==> src/shared/vcle_pkg.sv <==
// Purpose: Constants and types for the vector less-or-equal compare unit
// Assumes: Element format codes follow the two-bit format field
// Notes:   Used by the compare unit; its lane compare module takes nothing from it
package vcle_pkg;

	localparam int VEC_WIDTH_DEFAULT = 128;
	localparam int IMM_WIDTH         = 5;
	localparam int LANE_MIN_WIDTH    = 8;
	localparam int LANE_MAX_WIDTH    = 64;
	localparam int FORMAT_WIDTH      = 2;
	localparam int OP_WIDTH          = 2;
	localparam int LATENCY_CYCLES    = 1;

	// Element format field codes
	localparam logic [1:0] FMT_BYTE  = 2'h0;
	localparam logic [1:0] FMT_HALF  = 2'h1;
	localparam logic [1:0] FMT_WORD  = 2'h2;
	localparam logic [1:0] FMT_DWORD = 2'h3;

	// Operation select codes
	localparam logic [1:0] OP_VEC_SIGNED   = 2'h0;
	localparam logic [1:0] OP_VEC_UNSIGNED = 2'h1;
	localparam logic [1:0] OP_IMM_SIGNED   = 2'h2;
	localparam logic [1:0] OP_IMM_UNSIGNED = 2'h3;

	typedef enum logic [0:0] {
		VCLE_IDLE,
		VCLE_BUSY
	} vcle_state_e;

endpackage

==> src/hw/vcle_compare_unit.sv <==
// Purpose: Lane-parallel less-or-equal compare, vector or immediate operand
// Assumes: Issue logic holds operands stable in the cycle issueValid is high
// Notes:   One-cycle latency; result and resultValid come from flip-flops
`timescale 1ns/100ps
`default_nettype none

// Behaviour
// - True lane gets all ones, else zeros
// - Signed vector form compares two's complement
// - Unsigned vector form compares zero-extended magnitudes
// - Signed immediate sign-extended to element width
// - Unsigned immediate zero-extended to element width
// - Lanes independent, width from element format
// - Operands are integers, never floating point
// - No operand-dependent exception ever raised
module vcle_compare_unit #(
	parameter int VEC_WIDTH = vcle_pkg::VEC_WIDTH_DEFAULT
) (
	input  wire logic                 clk,
	input  wire logic                 reset_n,
	input  wire logic                 clkEnable,
	input  wire logic                 issueValid,
	input  wire logic [1:0]           opSelect,
	input  wire logic [1:0]           element_format,
	input  wire logic [VEC_WIDTH-1:0] first_source_vector,
	input  wire logic [VEC_WIDTH-1:0] second_source_vector,
	input  wire logic [4:0]           signed_imm5,
	input  wire logic [4:0]           unsigned_imm5,
	output logic      [VEC_WIDTH-1:0] dest_vector,
	output logic                      resultValid,
	output logic                      exceptionRaised
);

	localparam int SLOTS = VEC_WIDTH / vcle_pkg::LANE_MAX_WIDTH;

	// Slots are 64 bits wide, so the vector must hold whole slots
	generate
		if (VEC_WIDTH < vcle_pkg::LANE_MAX_WIDTH || VEC_WIDTH % vcle_pkg::LANE_MAX_WIDTH != 0) begin : g_bad_width
			$error("VEC_WIDTH must be a positive multiple of 64");
		end
	endgenerate

	////////////////////////////////////////////////////////////////////////////
	// Immediate broadcast

	function automatic logic [63:0] imm_splat(input logic [4:0] imm, input logic sgn,
		input logic [1:0] fmt);
		logic [63:0] r;
		logic [7:0]  b;
		logic [15:0] h;
		logic [31:0] w;
		logic [63:0] d;
		b = {{3{sgn & imm[4]}}, imm};
		h = {{11{sgn & imm[4]}}, imm};
		w = {{27{sgn & imm[4]}}, imm};
		d = {{59{sgn & imm[4]}}, imm};
		case (fmt)
			vcle_pkg::FMT_BYTE:  r = {8{b}};
			vcle_pkg::FMT_HALF:  r = {4{h}};
			vcle_pkg::FMT_WORD:  r = {2{w}};
			default:             r = d;
		endcase
		return r;
	endfunction

	////////////////////////////////////////////////////////////////////////////
	// Operation decode

	function automatic logic op_uses_imm(input logic [1:0] op);
		return (op == vcle_pkg::OP_IMM_SIGNED) || (op == vcle_pkg::OP_IMM_UNSIGNED);
	endfunction

	function automatic logic op_is_signed(input logic [1:0] op);
		return (op == vcle_pkg::OP_VEC_SIGNED) || (op == vcle_pkg::OP_IMM_SIGNED);
	endfunction

	// Widen one compare bit per element into a full slot mask
	function automatic logic [63:0] lane_mask(input logic [1:0] fmt, input logic [7:0] bLe,
		input logic [3:0] hLe, input logic [1:0] wLe, input logic dLe);
		logic [63:0] m;
		m = '0;
		for (int k = 0; k < 8; k++) begin
			case (fmt)
				vcle_pkg::FMT_BYTE: m[k*8 +: 8] = {8{bLe[k]}};
				vcle_pkg::FMT_HALF: m[k*8 +: 8] = {8{hLe[k/2]}};
				vcle_pkg::FMT_WORD: m[k*8 +: 8] = {8{wLe[k/4]}};
				default:            m[k*8 +: 8] = {8{dLe}};
			endcase
		end
		return m;
	endfunction

	logic        useImm;
	logic        signedCmp;
	logic [63:0] immSlot;
	logic        issueTaken;

	assign useImm     = op_uses_imm(opSelect);
	assign signedCmp  = op_is_signed(opSelect);
	assign issueTaken = clkEnable && issueValid;
	assign immSlot    = (opSelect == vcle_pkg::OP_IMM_SIGNED) ?
		imm_splat(signed_imm5, 1'h1, element_format) :
		imm_splat(unsigned_imm5, 1'h0, element_format);

	////////////////////////////////////////////////////////////////////////////
	// Lane compares

	logic [VEC_WIDTH-1:0] result_d;

	genvar gs;
	generate
		for (gs = 0; gs < SLOTS; gs++) begin : g_slot
			logic [7:0]  byteLe;
			logic [3:0]  halfLe;
			logic [1:0]  wordLe;
			logic        dwordLe;
			logic [63:0] mask;
			logic [63:0] secondSel;

			// Immediate forms replace the second vector in every slot
			assign secondSel = useImm ? immSlot : second_source_vector[gs*64 +: 64];

			vcle_lane_cmp u_cmp (
				.firstSlot  (first_source_vector[gs*64 +: 64]),
				.secondSlot (secondSel),
				.signedCmp  (signedCmp),
				.byteLe     (byteLe),
				.halfLe     (halfLe),
				.wordLe     (wordLe),
				.dwordLe    (dwordLe)
			);

			assign mask = lane_mask(element_format, byteLe, halfLe, wordLe, dwordLe);

			assign result_d[gs*64 +: 64] = mask;
		end
	endgenerate

	////////////////////////////////////////////////////////////////////////////
	// Result register

	always_ff @(posedge clk) begin
		if (!reset_n) begin
			dest_vector <= '0;
		end else if (issueTaken) begin
			dest_vector <= result_d;
		end
	end

	always_ff @(posedge clk) begin
		if (!reset_n) begin
			resultValid <= 1'h0;
		end else if (clkEnable) begin
			resultValid <= issueValid;
		end
	end

	assign exceptionRaised = 1'h0;

endmodule

`default_nettype wire

==> src/hw/vcle_lane_cmp.sv <==
// Purpose: One 64-bit slot compared at all four element widths
// Assumes: Inputs are already the operands chosen by the top
// Notes:   Purely combinational; all four results offered, top picks one
`timescale 1ns/100ps
`default_nettype none

module vcle_lane_cmp (
	input  wire logic [63:0] firstSlot,
	input  wire logic [63:0] secondSlot,
	input  wire logic        signedCmp,
	output logic      [7:0]  byteLe,
	output logic      [3:0]  halfLe,
	output logic      [1:0]  wordLe,
	output logic             dwordLe
);

	// Leading extension bit makes one signed compare serve both modes
	function automatic logic le_ext(input logic [64:0] a, input logic [64:0] b);
		return $signed(a) <= $signed(b);
	endfunction

	function automatic logic [64:0] ext(input logic [63:0] v, input int w, input logic sgn);
		logic [64:0] r;
		r = '0;
		for (int k = 0; k < 65; k++) begin
			if (k < w)
				r[k] = v[k];
			else
				r[k] = sgn & v[w-1];
		end
		return r;
	endfunction

	genvar gi;
	generate
		for (gi = 0; gi < 8; gi++) begin : g_byte
			assign byteLe[gi] = le_ext(ext({56'h0, firstSlot[gi*8 +: 8]}, 8, signedCmp),
				ext({56'h0, secondSlot[gi*8 +: 8]}, 8, signedCmp));
		end
		for (gi = 0; gi < 4; gi++) begin : g_half
			assign halfLe[gi] = le_ext(ext({48'h0, firstSlot[gi*16 +: 16]}, 16, signedCmp),
				ext({48'h0, secondSlot[gi*16 +: 16]}, 16, signedCmp));
		end
		for (gi = 0; gi < 2; gi++) begin : g_word
			assign wordLe[gi] = le_ext(ext({32'h0, firstSlot[gi*32 +: 32]}, 32, signedCmp),
				ext({32'h0, secondSlot[gi*32 +: 32]}, 32, signedCmp));
		end
	endgenerate

	assign dwordLe = le_ext(ext(firstSlot, 64, signedCmp), ext(secondSlot, 64, signedCmp));

endmodule

`default_nettype wire

==> config.mk <==
export PLATFORM = sky130hd
export DESIGN_NAME = vcle_compare_unit
export DESIGN_NICKNAME = d
export VERILOG_FILES = /design/src/shared/vcle_pkg.sv /design/src/hw/vcle_compare_unit.sv /design/src/hw/vcle_lane_cmp.sv
export SDC_FILE = /design/constraint.sdc
export NUM_CORES = 1
export LEC_CHECK = 0
export BUFFER_PORTS_ARGS = -buffer_cell sky130_fd_sc_hd__buf_2
export CAP_MARGIN = 5
export CORE_AREA = 2 2 159 161
export CTS_BUF_LIST = sky130_fd_sc_hd__clkbuf_4
export DETAILED_ROUTE_END_ITERATION = 10
export DIE_AREA = 0 0 161 163
export GPL_TIMING_DRIVEN = 0
export HOLD_SLACK_MARGIN = 0.06
export PLACE_DENSITY = 0.63
export SYNTH_ARGS = -nofsm -noshare
export SYNTH_HDL_FRONTEND = slang
export SYNTH_SLANG_ARGS = --single-unit
==> constraint.sdc <==
create_clock -name clk -period 4.9 [get_ports clk]
set_clock_uncertainty 0.2 [all_clocks]
set_input_delay 0.98 -clock clk [delete_from_list [all_inputs] [get_ports clk]]
set_output_delay 0.98 -clock clk [all_outputs]
set_load 0.005 [all_outputs]
==> flow_metrics.tcl, run 1 <==
set metrics [dict create \
    fmax_mhz 210 \
    seq_area_frac_synth_pct 4.78 \
    slew_violations 0 \
    vias 9255 \
    p_per_area_nw_per_um2 131 \
    min_period_ns 4.76 \
    tightest_slew_ns 0.865 \
    initial_utilization_pct 28.8 \
    reg2reg_from "dest_vector[15]" \
    leakage_uw 0.00538 \
    grt_pass1_wl_um 48700 \
    synthFlopType "dfxtp_1" \
    placement.io_buffers 399 \
    p_sw_share_pct 47.5 \
    pwr-share-comb_pct 79.3 \
    min-delay-path-class "reg2reg" \
    drt_iter0_markers 463 \
    dp_cells 1748 \
    fin_area_um2 9950 \
    hpwl_um 28200 \
    cts_tree "yes" \
    yosysTopAreaCell "ha_1" \
    coreArea_um2 24700 \
    hp-start "resultValid" \
    drc 0 \
    end_kind "flop" \
    die-area_um2 26200 \
    layout-drive-gt1-share_pct 41.8 \
    p_int_uw 683 \
    yosysTopAreaCellShare_pct 26.4 \
    fin_crit_sh_pct 97.2 \
    clockPowerShare_pct 6.9 \
    track_usage_pct 24.1 \
    startpoint_type "input port" \
    fin_ws_ns 0.138 \
    antenna_found_initial 6 \
    synth.net_count 1439 \
    synth_edf_count 0 \
    grt_overflow 0 \
    cp_max_fo 10 \
    clk_latency_ns 0.30 \
    crit_required_ns 4.91 \
    critical_path.startpoint "element_format[0]" \
    path_clk_slew_ns 0.12 \
    cts_buffer_depth 2 \
    synth.area.top_cells "ha_1 (26%), buf_4 (12%), a21oi_1 (9.5%)" \
    synthArstFlopShare_pct 0 \
    status "finished, final reports clean" \
    syn2layout_area_growth_pct 39.9 \
    die_y_um 163 \
    dpl_cell_area_um2 9560 \
    path_class "in2reg" \
    syn-instance-count 1015 \
    fill_cells 2699 \
    rows 58 \
    syn_avg_cell_area_um2 7.01 \
    grt_pass1_vias 8615 \
    syn_area_um2 7110 \
    cts_made_buffers 3 \
    pwr-share-seq_pct 13.8 \
    clock_sinks 17 \
    finalWirelength_um 33400 \
    cts_root_buffer "clkbuf_4" \
    synth_warnings 0 \
    worstPathArrival_ns 4.77 \
    tns_ns 0 \
    h-tree-depth 1 \
    finalSetupViolCount 0 \
    power_uw 1300 \
    post_drt_wl_per_cell_um 18.9 \
    holdBufCountCts 0 \
    fin_cells 1771 \
    finalHoldViolCount 0 \
    grt_max_degree 11 \
    slew_headroom_pct 42.3 \
    peakVddDrop_uv 67.9 \
    p_switching_uw 619 \
    synth_cell_types 63 \
    nNetsFinal 1859 \
    vias_per_cell 5.23 \
    cap_violations 0 \
    fp.dieW_um 161 \
    first_pass_iters 5 \
    place_ws_ns -1.76 \
    synth_seq_cells 17 \
    io_pins 404 \
    ant_nets 0 \
    gp_congestion 0.942 \
]
-- logic make-up after synthesis --
kind of cell	share of synthesized area, %
buf+inv	16.2
other cells	0.0527
xor+xnor	0.739
mux	1.30
compound gates	32.0
simple gates	18.6
flops	4.78
fa+ha+maj	26.4
-- power groups by stage --
stage               registers (µW)  clock network (µW)  logic (µW)
floorplan                      172                   0         604
global placement               184                   0         964
detailed placement             185                   0         983
CTS                            182                89.8        1010
global route                   184                98.0        1140
finish                         180                89.3        1030
-- sequential cells by signal (all words and copies together), names as in the netlist --
name and count:
resultValid 1, dest_vector 16
-- metrics by stage --
stage / hold WS, ns / util [%]
floorplan: 0.272 / -
global placement: 0.267 / 38.6
detailed placement: 0.280 / 38.7
CTS: 0.299 / 39.8
global route: 0.344 / 40.3
finish: 0.296 / 40.3
-- cell usage after synthesis, drive strengths merged, types with 4 or more instances --
cell and instances:
nand3 26, or2 15, o221a 4, o21ai 99, nor3 14, mux2i 7, buf 119, nand2 60
nor2b 15, nor2 74, o21a 6, clkbuf 28, a21o 35, and2 7, o21bai 4, inv 46
ha 150, o211ai 10, a31oi 16, a21oi 135, a221oi 9, o22ai 5, nor4 4, and4 4
o311ai 5, dfxtp 17, xor2 4, a211o 6, nand4 17, and3 13, nand2b 9, a211oi 11
-- path summary, 6_finish.rpt --
path                                        end  slack (ns)  cells after the start
worst min-delay path                resultValid        0.30                      2
worst min register to register      resultValid        0.30                      2
worst max register to register  dest_vector[15]        3.68                      2
worst max-delay path            dest_vector[39]        0.14                     19
-- what timing repair did --
action / in CTS / in global routing
resized for setup: 47 / 24
pin swaps: 2 / 5
buffers inserted: 7 / 6
setup endpoints to repair: 16 / 16
-- layout by cell type (no fill, tap or decap), types with 5 or more instances in the layout --
master,netlist,layout
ha_1,150,150
a21oi_1,135,134
nand4_1,17,17
clkbuf_2,0,5
diode_2,0,7
nand3_1,26,24
nand2b_1,9,9
inv_1,46,45
a211oi_1,11,11
a31oi_1,16,15
dfxtp_1,17,17
and3_1,13,12
o21a_1,6,6
o211ai_1,10,10
buf_2,0,401
clkbuf_1,28,17
nor3_1,14,13
clkbuf_4,0,7
mux2i_1,7,5
nor2b_1,15,14
nor2_1,74,68
a21o_1,35,35
or2_2,15,15
buf_4,114,130
o21ai_1,3,5
nand2_1,59,58
a211o_1,6,6
and2_1,7,7
o21ai_0,95,89
a221oi_1,9,9
-- per-layer routing --
metal	routed length, µm	GRT usage, %	up-vias
li1	-	-	4497
met1	14500	30.9	4291
met2	15500	41.7	416
met3	2220	2.62	51
met4	1240	9.05	0
met5	0	0	-
-- cell type report --
class	instances	area [µm²]	area share, %
antenna	7	17.5	0.176
buffer	146	1020	10.3
clock buffer	4	30.0	0.302
inverter	46	176	1.77
multi-input combinational	805	5790	58.2
sequential	17	340	3.42
tap	330	413	4.15
timing repair buffer	416	2160	21.7
-- critical path, cell delays in order --
cell and delay [ns]:
clkbuf_2 0.19, or2_2 0.37, and2_1 0.22, a21oi_1 0.15
nor2_1 0.07, a31oi_2 0.20, nor2_4 0.07, buf_12 0.15
a21oi_1 0.13, ha_1 0.16, and4_1 0.19, nand4_1 0.14
nand2b_1 0.23, or4_4 0.58, a311oi_2 0.31, nor3_2 0.11
o22ai_4 0.18, o21ai_2 0.11, o221a_1 0.22
No activity file was read; power rests on OpenSTA's default activity.
==> run 2, diff against run 1 <==
Settings changed: PLACE_DENSITY 0.63 to not set, TNS_END_PERCENT set to 30.
==> run 2 against run 1 <==
  * Sequential cell count is the same
  * Sequential share of layout area barely moved
  * Global-route usage is 0.065 points lower
  * Core utilization decreased by 0.091 points
  * Power shrank 0.31%
  * Combinational power barely moved
  * Via count shrank 1.7%
  * First-iteration DRC count grew 32%
  * Final cell count is 0.34% lower
  * Critical endpoint unchanged
==> flow_metrics.tcl, run 2 (synthesis gave the netlist of run 1 again) <==
set metrics [dict create \
    fp.dieW_um 161 \
    pwr-share-comb_pct 79.2 \
    track_usage_pct 24.0 \
    holdWs_ns 0.293 \
    grt_pass1_wl_um 48300 \
    cts_root_buffer "clkbuf_4" \
    tightest_slew_ns 0.868 \
    p_sw_share_pct 47.6 \
    antenna_found_initial 6 \
    fin_crit_sh_pct 96.7 \
    cts_buffer_depth 2 \
    fmax_mhz 211 \
    path_clk_slew_ns 0.12 \
    drc 0 \
    clock_sinks 17 \
    crit_required_ns 4.91 \
    min_period_ns 4.74 \
    ant_nets 0 \
    end_kind "flop" \
    finalWirelength_um 33300 \
    layout-drive-gt1-share_pct 41.6 \
    largest_reg_flops 16 \
    die-area_um2 26200 \
    coreArea_um2 24700 \
    gp_congestion 0.960 \
    fin_ws_ns 0.164 \
    die_y_um 163 \
    vias 9099 \
    post_drt_wl_per_cell_um 18.9 \
    cap_violations 0 \
    grt_pass1_vias 8547 \
    slew_headroom_pct 42.1 \
    h-tree-depth 1 \
    finalSetupViolCount 0 \
    peakVddDrop_uv 63.4 \
    reg_top3 "dest_vector x16, resultValid x1" \
    clockPowerShare_pct 7.0 \
    place_ws_ns -1.69 \
    grt_setup_unrepaired "true" \
    cts_made_buffers 3 \
    hpwl_um 28600 \
    cts_tree "yes" \
    vias_per_cell 5.16 \
    final_cell_mix "buf_2 (399), ha_1 (150), a21oi_1 (134)" \
    p_switching_uw 617 \
    min-delay-path-class "reg2reg" \
    initial_utilization_pct 28.8 \
    drt_iter0_markers 609 \
    finalHoldViolCount 0 \
    placement.io_buffers 399 \
    first_pass_iters 5 \
    nNetsFinal 1855 \
    rows 58 \
    syn2layout_area_growth_pct 39.6 \
    top_register "dest_vector" \
    startpoint_type "input port" \
    pwr-share-seq_pct 13.8 \
    p_int_uw 681 \
    p_per_area_nw_per_um2 131 \
    holdBufCountCts 0 \
    grt_overflow 0 \
    clk_latency_ns 0.30 \
    final_common_cell "buf_2" \
    worstPathArrival_ns 4.75 \
    grt_max_degree 14 \
    leakage_uw 0.00536 \
    status "finished, final reports clean" \
    cp_max_fo 10 \
    path_class "in2reg" \
    fill_cells 2707 \
    io_pins 404 \
    slew_violations 0 \
]
==> run 2: changes by cell type in the layout (fill, tap and decap cells not counted), sizes merged <==
cell	delta
buf	-4
diode	-2
==> run 2: path summary, 6_finish.rpt <==
kind                                      start         endpoint  slack (ns)  depth (start not counted)
worst max-delay path                opSelect[0]  dest_vector[39]        0.16                         15
worst min-delay path                resultValid      resultValid        0.29                          2
worst max register to register  dest_vector[23]  dest_vector[23]        3.67                          2
worst min register to register      resultValid      resultValid        0.29                          2
==> run 2: through the flow <==
step | std cells | instance area (µm²) | TNS (ns) | total power, µW | utilization [%]
final | 1765 | 9930 | 0 | 1300 | 40.2
after CTS | 1752 | 9760 | 0 | 1280 | 39.5
after global routing | 1765 | 9930 | -0.0100 | 1420 | 40.2
after global placement | 1744 | 9520 | -30.40 | 1150 | 38.6
after detailed placement | 1746 | 9550 | -25.11 | 1170 | 38.7
after floorplan | 1015 | 7110 | 0 | 775 | -
==> run 2: area by class of cell <==
class                   count  area [µm²]  share of cell area [%]
multi-input cells         805        5810                    58.5
repair buffers            412        2120                    21.3
plain buffers             146        1030                    10.4
well taps                 330         413                    4.16
flip-flops and latches     17         340                    3.43
inverters                  46         176                    1.78
clock buffers               4        30.0                   0.302
diodes                      5        12.5                   0.126
==> run 2: metal layers <==
| layer | vias up | part of all wire, % | track usage (%) |
|---|---|---|---|
| li1 | 4477 | - | - |
| met1 | 4149 | 43 | 31.0 |
| met2 | 422 | 47 | 42.0 |
| met3 | 51 | 7.1 | 3.06 |
| met4 | 0 | 2.9 | 6.94 |
| met5 | - | 0 | 0 |
==> run 2: critical path: stages <==
cell and delay (ns):
buf_4 0.19, clkbuf_8 0.22, clkbuf_4 0.25, nand2_1 0.22, o21ai_4 0.33, o21ai_0 0.15
ha_1 0.36, nand4_1 0.14, or3_1 0.41, or4_4 0.54, a311oi_4 0.32, nor3_2 0.11
o22ai_4 0.19, o21ai_2 0.11, o221a_1 0.22
==> run 2: repair_timing <==
| item | CTS | global route |
|---|---|---|
| pin swaps | 2 | 3 |
| buffers inserted | 3 | 8 |
| endpoints found under the setup margin | 16 | 16 |
| resized for setup | 48 | 24 |
==> run 2: power by group through the flow <==
stage          combinational, µW  clock (µW)  sequential (µW)
3_5_place_dp                 985           0              184
4_1_cts                     1010        90.7              181
3_3_place_gp                 971           0              183
6_report                    1030        90.5              179
5_1_grt                     1140        97.0              184
2_1_floorplan                604           0              172
